File: config.mk
export PLATFORM = sky130hd
export DESIGN_NAME = otfs_top
export DESIGN_NICKNAME = d
export VERILOG_FILES = /design/src/otfs_pkg.sv /design/src/otfs_top.sv
export VERILOG_INCLUDE_DIRS = /design/src
export SDC_FILE = /design/constraint.sdc
export NUM_CORES = 1
export LEC_CHECK = 0
export ABC_AREA = 0
export BUFFER_PORTS_ARGS = -buffer_cell sky130_fd_sc_hd__buf_2
export CORE_AREA = 2 2 150 152
export CTS_CLUSTER_SIZE = 12
export DETAILED_ROUTE_END_ITERATION = 10
export DIE_AREA = 0 0 152 154
export GPL_TIMING_DRIVEN = 1
export PLACE_DENSITY = 0.6
export SLEW_MARGIN = 15
export SYNTH_ARGS = -nofsm -noshare
export SYNTH_HDL_FRONTEND = slang
export SYNTH_SLANG_ARGS = --single-unit
File: constraint.sdc
create_clock -name hclk -period 2.62 [get_ports hclk]
set_input_delay 0 -clock hclk [delete_from_list [all_inputs] [get_ports hclk]]
set_output_delay 0 -clock hclk [all_outputs]
set_load 0.03 [all_outputs]
File: src/otfs_defines.svh
// constants for the output terminal function select block
// How it works
// RL1: collector mode resets to switch output
// RL2: collector code resets 0, relay 2
// RL3: code 0 keeps terminal inactive
// RL4: code 1 active while running
// RL5: code 2 active on fault stop
// RL6: code 5 zero speed, off at stop
// RL7: code 6 motor overload pre-warning
// RL8: code 7 drive overload, 10 s ahead
// RL9: codes 8, 9 count values reached
// RL10: code 10 actual length exceeds setting
// RL11: code 11 gives 250 ms pulse per cycle
// RL12: code 12 running time threshold exceeded
// RL13: code 13 frequency limited at limit
// RL14: code 14 torque limit reached, stall
// RL15: code 15 ready for run
// RL16: code 16 voltage input above current input
// RL17: code 17 upper frequency limit reached
// RL18: code 18 lower limit, off at stop
// RL19: code 19 undervoltage state
// RL20: code 20 communication value; 21, 22 reserved
// RL21: code 23 zero frequency, on at stop
// RL22: code 24 power-on time exceeded
// RL23: codes 3,4,25,26 external flags; reserved inactive
// RL24: outputs registered, updated every clock
`ifndef OTFS_DEFINES_SVH
`define OTFS_DEFINES_SVH
`define OTFS_OFS_MODE      32'h0000_0000
`define OTFS_OFS_COLL_FN   32'h0000_0004
`define OTFS_OFS_RELAY_FN  32'h0000_0008
`define OTFS_OFS_COMM      32'h0000_000C
`define OTFS_OFS_STATUS    32'h0000_0010
`define OTFS_RST_MODE      16'h0001
`define OTFS_RST_COLL_FN   16'h0000
`define OTFS_RST_RELAY_FN  16'h0002
`define OTFS_PULSE_MS      250
`define OTFS_CLK_MHZ       200
`define OTFS_PULSE_CYC     (`OTFS_PULSE_MS * 1000 * `OTFS_CLK_MHZ)
`endif

File: src/otfs_pkg.sv
// types for the output terminal function select block
package otfs_pkg;
  // status conditions fed in by the rest of the drive
  typedef struct packed {
    logic running;        // running with output frequency
    logic fault_stop;     // stopped by fault
    logic freq_level_detect_one;           // freq level detect one
    logic freq_reached;   // frequency reached
    logic zero_freq;      // output frequency zero
    logic motor_ovl_warn; // motor overload pre-warning
    logic drive_ovl_warn; // 10 s ahead of drive overload action
    logic set_count;      // set count value reached
    logic desig_count;    // designated count value reached
    logic length_reached; // actual length over setting
    logic seq_cycle_done; // sequencer cycle done, a level whose rising edge starts the pulse
    logic run_time;       // running time threshold passed
    logic freq_limited;   // frequency limited
    logic torque_limit;   // torque limit / stall
    logic ready;          // ready to run
    logic v_gt_i;         // voltage input above current input
    logic upper_limit;    // at upper frequency limit
    logic lower_limit;    // at lower frequency limit
    logic undervoltage;   // undervoltage state
    logic power_on_time;  // power-on time threshold passed
    logic freq_level_detect_two;           // freq level detect two
    logic freq1_reached;  // frequency 1 reached
  } otfs_status_t;
  typedef enum logic [1:0] {OTFS_IDLE, OTFS_PULSE} otfs_pulse_state_t;
endpackage

File: src/otfs_top.sv
// output terminal function select with ahb-lite register access
//
// Design decisions made here: the AHB-Lite slave port and the register addresses.
`timescale 1ns/1ps
`default_nettype none
`include "otfs_defines.svh"
module otfs_top
  import otfs_pkg::*;
#(
  parameter int unsigned PULSE_CYC = `OTFS_PULSE_CYC  // 250 ms pulse, shorten in sim
) (
  input  wire logic         hclk,
  input  wire logic         hresetn,
  input  wire logic         hsel,
  input  wire logic [31:0]  haddr,
  input  wire logic [1:0]   htrans,
  input  wire logic         hwrite,
  input  wire logic [2:0]   hsize,
  input  wire logic [31:0]  hwdata,
  input  wire logic         hready,
  output logic [31:0]       hrdata,
  output logic              hreadyout,
  output logic              hresp,
  input  wire otfs_status_t status_in,
  output logic              open_collector_output,
  output logic              relay_output
);
  // bus capture of the address phase
  logic        wr_pend;   // write data phase pending
  logic [7:0]  wr_addr;   // latched write address
  logic [15:0] collector_output_mode;
  logic [15:0] collector_function_code;
  logic [15:0] relay_function_code;
  logic [1:0]  comm_value;   // comm-written levels: bit0 collector, bit1 relay
  otfs_status_t st;          // synchronised status
  otfs_status_t st_meta;     // first synchroniser stage
  otfs_pulse_state_t pstate; // pulse machine state
  logic [31:0] pcount;       // pulse cycles remaining
  logic        done_q;       // previous cycle-done level
  logic        pulse;        // 250 ms pulse active
  logic        next_coll;
  logic        next_relay;

  // every access is single cycle, always okay
  assign hreadyout = 1'b1;
  assign hresp     = 1'b0;

  // address phase capture; writes land in the data phase
  always_ff @(posedge hclk or negedge hresetn) begin
    if (!hresetn) begin
      wr_pend <= 1'b0;
      wr_addr <= 8'h00;
    end else begin
      wr_pend <= hsel && hready && htrans[1] && hwrite;
      wr_addr <= haddr[7:0];
    end
  end

  // register writes; unmapped writes are dropped
  always_ff @(posedge hclk or negedge hresetn) begin
    if (!hresetn) begin
      collector_output_mode   <= `OTFS_RST_MODE;     // RL1
      collector_function_code <= `OTFS_RST_COLL_FN;  // RL2
      relay_function_code     <= `OTFS_RST_RELAY_FN; // RL2
      comm_value              <= 2'h0;
    end else if (wr_pend) begin
      case ({24'h00_0000, wr_addr})
        `OTFS_OFS_MODE:     collector_output_mode   <= hwdata[15:0];
        `OTFS_OFS_COLL_FN:  collector_function_code <= hwdata[15:0];
        `OTFS_OFS_RELAY_FN: relay_function_code     <= hwdata[15:0];
        `OTFS_OFS_COMM:     comm_value              <= hwdata[1:0]; // RL20
        default: ;
      endcase
    end
  end

  // read data registered at the address phase, unmapped reads zero
  always_ff @(posedge hclk or negedge hresetn) begin
    if (!hresetn) begin
      hrdata <= 32'h0000_0000;
    end else if (hsel && hready && htrans[1] && !hwrite) begin
      case ({24'h00_0000, haddr[7:0]})
        `OTFS_OFS_MODE:     hrdata <= {16'h0000, collector_output_mode};
        `OTFS_OFS_COLL_FN:  hrdata <= {16'h0000, collector_function_code};
        `OTFS_OFS_RELAY_FN: hrdata <= {16'h0000, relay_function_code};
        `OTFS_OFS_COMM:     hrdata <= {30'h0000_0000, comm_value};
        `OTFS_OFS_STATUS:   hrdata <= {29'h0000_0000, pulse, relay_output, open_collector_output};
        default:            hrdata <= 32'h0000_0000;
      endcase
    end
  end

  // status comes from other logic on pins: two flops first
  always_ff @(posedge hclk or negedge hresetn) begin
    if (!hresetn) begin
      st_meta <= '0;
      st      <= '0;
    end else begin
      st_meta <= status_in;
      st      <= st_meta;
    end
  end

  // sequencer cycle done edge starts a fixed 250 ms pulse
  always_ff @(posedge hclk or negedge hresetn) begin
    if (!hresetn) begin
      done_q <= 1'b0;
      pstate <= OTFS_IDLE;
      pcount <= 32'h0000_0000;
    end else begin
      done_q <= st.seq_cycle_done;
      case (pstate)
        OTFS_IDLE: begin
          if (st.seq_cycle_done && !done_q) begin
            pstate <= OTFS_PULSE; // RL11
            pcount <= PULSE_CYC - 1;
          end
        end
        OTFS_PULSE: begin
          if (pcount == 32'h0000_0000) pstate <= OTFS_IDLE;
          else pcount <= pcount - 32'h0000_0001; // RL11
        end
        default: pstate <= OTFS_IDLE;
      endcase
    end
  end
  assign pulse = (pstate == OTFS_PULSE);

  // map one function code onto its status condition
  function automatic logic sel_fn(input logic [15:0] code, input otfs_status_t s,
                                  input logic p, input logic comm);
    case (code)
      16'h0000: sel_fn = 1'b0;                          // RL3
      16'h0001: sel_fn = s.running;                     // RL4
      16'h0002: sel_fn = s.fault_stop;                  // RL5
      16'h0003: sel_fn = s.freq_level_detect_one;                        // RL23
      16'h0004: sel_fn = s.freq_reached;                // RL23
      16'h0005: sel_fn = s.running && s.zero_freq;      // RL6
      16'h0006: sel_fn = s.motor_ovl_warn;              // RL7
      16'h0007: sel_fn = s.drive_ovl_warn;              // RL8
      16'h0008: sel_fn = s.set_count;                   // RL9
      16'h0009: sel_fn = s.desig_count;                 // RL9
      16'h000A: sel_fn = s.length_reached;              // RL10
      16'h000B: sel_fn = p;                             // RL11
      16'h000C: sel_fn = s.run_time;                    // RL12
      16'h000D: sel_fn = s.freq_limited;                // RL13
      16'h000E: sel_fn = s.torque_limit;                // RL14
      16'h000F: sel_fn = s.ready && !s.fault_stop;      // RL15
      16'h0010: sel_fn = s.v_gt_i;                      // RL16
      16'h0011: sel_fn = s.upper_limit;                 // RL17
      16'h0012: sel_fn = s.running && s.lower_limit;    // RL18
      16'h0013: sel_fn = s.undervoltage;                // RL19
      16'h0014: sel_fn = comm;                          // RL20
      16'h0017: sel_fn = s.zero_freq || !s.running;     // RL21
      16'h0018: sel_fn = s.power_on_time;               // RL22
      16'h0019: sel_fn = s.freq_level_detect_two;                        // RL23
      16'h001A: sel_fn = s.freq1_reached;               // RL23
      default:  sel_fn = 1'b0;                          // RL23
    endcase
  endfunction

  // selection; collector only switches when in switch-signal mode
  always_comb begin
    next_coll  = (collector_output_mode == `OTFS_RST_MODE) &&
                 sel_fn(collector_function_code, st, pulse, comm_value[0]);
    next_relay = sel_fn(relay_function_code, st, pulse, comm_value[1]);
  end

  // terminals registered every clock
  always_ff @(posedge hclk or negedge hresetn) begin
    if (!hresetn) begin
      open_collector_output <= 1'b0;
      relay_output          <= 1'b0;
    end else begin
      open_collector_output <= next_coll;  // RL24
      relay_output          <= next_relay; // RL24
    end
  end

  // helper: cycles the pulse has stood; too long for a repetition count
  logic [31:0] pulse_len;  // holds the width one cycle after each pulse, then zero until the next
  always_ff @(posedge hclk or negedge hresetn) begin
    if (!hresetn) begin
      pulse_len <= 32'h0000_0000;
    end else if (pulse) begin
      pulse_len <= pulse_len + 32'h0000_0001;
    end else begin
      pulse_len <= 32'h0000_0000;
    end
  end
endmodule
`default_nettype wire

; ---- Yosys cells after proc, flatten, opt, wreduce, memory -nomap -nowiden
; Cells that the tools add are included.
; Widths: inputs -> output; s select.
[word_totals]
reg_bits = 172
inputBits = 96
out_inout_bits = 36
elab_cells = 151
[classes]
addsub = 1
eq_ne = 60
muxes = 9
reduce_logical = 25
[ops]
columns = op, count
row1 = $eq 16x5->1 const B, 18
row2 = $eq 16x4->1 const B, 16
row3 = $eq 16x3->1 const B, 8
row4 = $pmux 16 s5, 1
row5 = $eq 16x2->1 const B, 4
row6 = $mux 32, 2
row7 = $pmux 32 s2, 1
row8 = $eq 16x1->1 const B, 3
row9 = $pmux 1 s24, 2
row10 = $eq 8x4->1 const B, 4
row11 = $logic_not 32->1, 1
row12 = $sub 32x1->32 const B, 1
row13 = $eq 8x3->1 const B, 2
row14 = $logic_not 8->1, 2
row15 = $reduce_and 2->1, 5
row16 = $logic_and 1x1->1, 9
row17 = $eq 8x5->1 const B, 1
row18 = $logic_not 1->1, 4
row19 = $mux 2, 2
row20 = $ne 2x2->1 const B, 2
row21 = $pmux 2 s2, 1
row22 = $reduce_and 3->1, 1
row23 = $eq 2x1->1 const B, 1
row24 = $logic_not 2->1, 1
row25 = other kinds (3), 3

; ---- Logic depth before layout (Yosys ltp)
[depth]
ltp_word = 4
ltp_mapped = 8
mapped_depth_nobuf = 7

; ---- Least setup slack after synthesis
; OpenSTA, ideal clock, no wires.
[synth_timing]
path_kind = register -> register
startpoint = reg wr_addr[4]
endpoint = reg collector_output_mode[1]
setup_time_ns = 0.125
arrival_ns = 2.000
required_ns = 2.495
setup_slack_ns = 0.495
stages_incl_launch_ff = 6
path_buffers = 1
period_less_slack_ns = 2.125
cell_sequence = dfrtp_1 > or4b_4 > nor4_4 > nor3b_4 > buf_6 > mux2_2
[synth_between]
elab_chain_cells = 2
[synth_lines]
columns = element, line
row1 = "start, declared", otfs_top.sv:30  ; logic [7:0] wr_addr;
row2 = "start signal, assigned", otfs_top.sv:55  ; wr_addr <= haddr[7:0];
row3 = $logic_not 8->1, otfs_top.sv:67  ; case ({24'h00_0000, wr_addr})
row4 = $reduce_and 2->1 (no source line), n/a
row5 = "end signal, assigned", otfs_top.sv:62  ; collector_output_mode <= `OTFS_RST_MODE;
row6 = "end signal, assigned", otfs_top.sv:68  ; `OTFS_OFS_MODE: collector_output_mode <= hwdata[15:0];
row7 = "end, declared", otfs_top.sv:31  ; logic [15:0] collector_output_mode;
; Every way passes these cells.
; A chain may end at the register's enable or synchronous reset.

; ---- Worst setup path after layout
[layout_timing]
startpoint = reg pcount[0]
endpoint = reg pcount[29]
[layout_between]
elab_chain_cells = 3
word_cells_on_any_way = 6
cone_classes = add/sub (1) / eq/ne (1) / mux (2) / reduce/logical (2)
[layout_lines]
columns = element, line
row1 = "start, declared", otfs_top.sv:38  ; logic [31:0] pcount;
row2 = "start signal, assigned", otfs_top.sv:116  ; pcount <= PULSE_CYC - 1;
row3 = "start signal, assigned", otfs_top.sv:121  ; else pcount <= pcount - 32'h0000_0001;
row4 = $sub 32x1->32 or $logic_not 32->1 (tied branches), "otfs_top.sv:121, otfs_top.sv:120"
row5 = $mux 32 or $ne 2x2->1 (tied branches), n/a
row6 = $pmux 32 s2 or $reduce_and 3->1 (tied branches), n/a
; Parallel ways exist; a longest one is shown, timed or not. The select of a mux whose other input is x is not followed.

==> impl_metrics.tcl <==
set metrics [dict create \
    status "finished clean" \
    grt_pass1_wl_um 26100 \
    slew_violations 0 \
    clock_skew_ns 0.0141 \
    avgRoutedWirePerCell_um 16.0 \
    htree_levels 4 \
    io_pins 132 \
    drive_above_1_share_pct 28.8 \
    drt_iter0_markers 478 \
    r2r_start "pcount[0]" \
    synth_ff_type "dfrtp_1" \
    synth_edf_count 0 \
    fillers 2094 \
    total_power_w 0.00583 \
    cts_sinks 155 \
    drc_errors 0 \
    cts_buffers 17 \
    finalNetCount 787 \
    drt_pass1_iterations 5 \
    crit_start "pcount[0]" \
    finalHoldViolCount 0 \
    synth_cells 566 \
    crit_required_ns 2.98 \
    rows 54 \
    hp-class "primary input to async pin" \
    cts_root_buf "clkbuf_16" \
    grt_pass1_vias 4925 \
    wl_um 15800 \
    rsz0062_at_grt "false" \
    cp-end-kind "flip-flop" \
    netlist.area_leader.share_pct 55.6 \
    cts_tree "built" \
    finalSetupTns_ns 0 \
    clk-insertion-delay-late_ns 0.44 \
    cts_hold_buf 49 \
    yosys_warnings 0 \
    grtUsageTotal_pct 13.9 \
    cts.clk_slew.worst_paths_ns 0.06 \
    yosys_register_bits 155 \
    cts_buffer_depth 2 \
    synthTopCellsByArea "dfrtp_1 56%, mux2_2 9.2%, mux2i_1 2.5%" \
    reg2reg_depth 8 \
    syn_area_um2 6880 \
    period_share_pct 86.0 \
    powerDensity_nw_per_um2 675 \
    ys_async_sr_fraction_pct 100 \
    grt_overflow_total 0 \
    initial_core_util_pct 31.7 \
    synth_top_cell_by_area "dfrtp_1" \
    crit_path_start_kind "flip-flop" \
    antenna_found_initial 0 \
    min_period_ns 2.25 \
    setup_slack_ns 0.366 \
    die_area_um2 23400 \
    tightest_slew_ns 0.748 \
    dp_slack_ns 0.380 \
    via_per_inst 5.10 \
    die_y_um 154 \
    path_class "flip-flop to flip-flop" \
    hpwl_um 10400 \
    die_w_um 152 \
    power_leakage_nw 3.66 \
    grt_max_degree 94 \
    post-cts-setup-buffers 0 \
    gp_congestion 0.816 \
    synthToLayoutAreaGrowth_pct 25.6 \
    via_count 5014 \
    slew_headroom_pct 50.1 \
    peakVddDrop_v 0.000478 \
    cts_resized 0 \
    synth_cell_type_count 72 \
    drv_cap 0 \
    fmax_mhz 444 \
    synth_commonest_cells "153 x dfrtp_1, 56 x mux2_2, 39 x nand2_1" \
    ant_nets 0 \
    port_buffers 69 \
    crit_path_max_fanout 10 \
    setup_viol 0 \
    avgSynthCellArea_um2 12.2 \
    coreArea_um2 21700 \
    yosysMostFrequentCell "dfrtp_1" \
    crit_arrival_ns 2.62 \
    ys_seq_area_share_pct 56.4 \
]
registers in the layout (all words and copies together) (netlist names), 2 cells and up:
name / cells
hrdata: 16
wr_addr: 8
st_meta: 22
pcount: 32
collector_output_mode: 16
collector_function_code: 16
relay_function_code: 16
comm_value: 2
st: 22
layout make-up:
type / instances / area, um2 / area share, %
Clock buffer: 17 / 425 / 4.92
Timing Repair Buffer: 134 / 975 / 11.3
Multi-Input combinational cell: 376 / 2780 / 32.2
Clock inverter: 15 / 208 / 2.40
Tap cell: 280 / 350 / 4.05
Sequential cell: 155 / 3880 / 44.9
Antenna cell: 1 / 2.50 / 0.0289
Inverter: 5 / 18.8 / 0.217
kinds of logic after synthesis:
| family | Yosys count | synth area share, % |
|---|---|---|
| compound gates | 110 | 11.5 |
| xor+xnor | 3 | 0.382 |
| fa+ha+maj | 2 | 0.363 |
| buf+inv | 51 | 4.05 |
| flops | 155 | 56.4 |
| mux | 73 | 11.6 |
| other cells | 2 | 0.109 |
| simple gates | 170 | 15.6 |
layer usage:
layer  vias to the layer above  wire [um]  global-route usage [%]
met5                         -          0                       0
met4                         0        164                    4.41
met3                        14        683                    3.38
met2                       134       7030                    20.5
met1                      2499       7900                    20.0
li1                       2367          -                       -
path summary, 6_finish.rpt:
kind | to | slack, ns
setup reg to reg | pcount[29] | 0.37
hold / removal | pcount[27] | 0.14
setup / recovery | pcount[29] | 0.37
min in group hclk | hrdata[8] | 0.16
hold reg to reg | st[14] | 0.34
max in group asynchronous | st_meta[13] | 1.84
worst max-delay path, stage by stage (launching register included):
cell and delay, ns:
dfrtp_1 0.43, inv_1 0.08, ha_1 0.20, or2b_2 0.16, nor4_2 0.03, buf_4 0.16
a2111o_1 0.53, or4_1 0.44, a21oi_1 0.15
through the flow:
stage          std cells  cell area (um2)  hold WS, ns  utilization, %
2_1_floorplan        582             6940       -0.296               -
3_3_place_gp         901             7520       0.0666            34.7
3_5_place_dp         901             7520       0.0637            34.7
4_1_cts              982             8640        0.137            39.8
5_1_grt              982             8640        0.172            39.8
6_report             983             8640        0.137            39.9
cell usage in the layout (no fill, tap or decap), drive strengths merged, types with 4 or more instances in the layout:
master       count
buf             85
mux2            56
dfrtp          153
clkinvlp         4
a21oi           12
nand4            5
nor2b            5
a211oi           5
nand3b           8
o31ai            8
nor3b            6
o211ai           7
mux2i           17
nand3           11
clkbuf          17
nor2            15
nand2           39
and2             6
and3             4
nor4            18
nand2b           4
nor4bb           4
nor3            13
or4              8
a222oi          14
inv             11
dlygate4sd3     49
conb            18
a31oi            9
a32oi            5
o21ai           24
or3             12
report_power, final:
group / switching (W) / internal, W
Sequential: 0.000162 / 0.00253
Clock: 0.00110 / 0.00154
Combinational: 0.000253 / 0.000249
Total: 0.00151 / 0.00432
(Power assumes the default switching activity.)
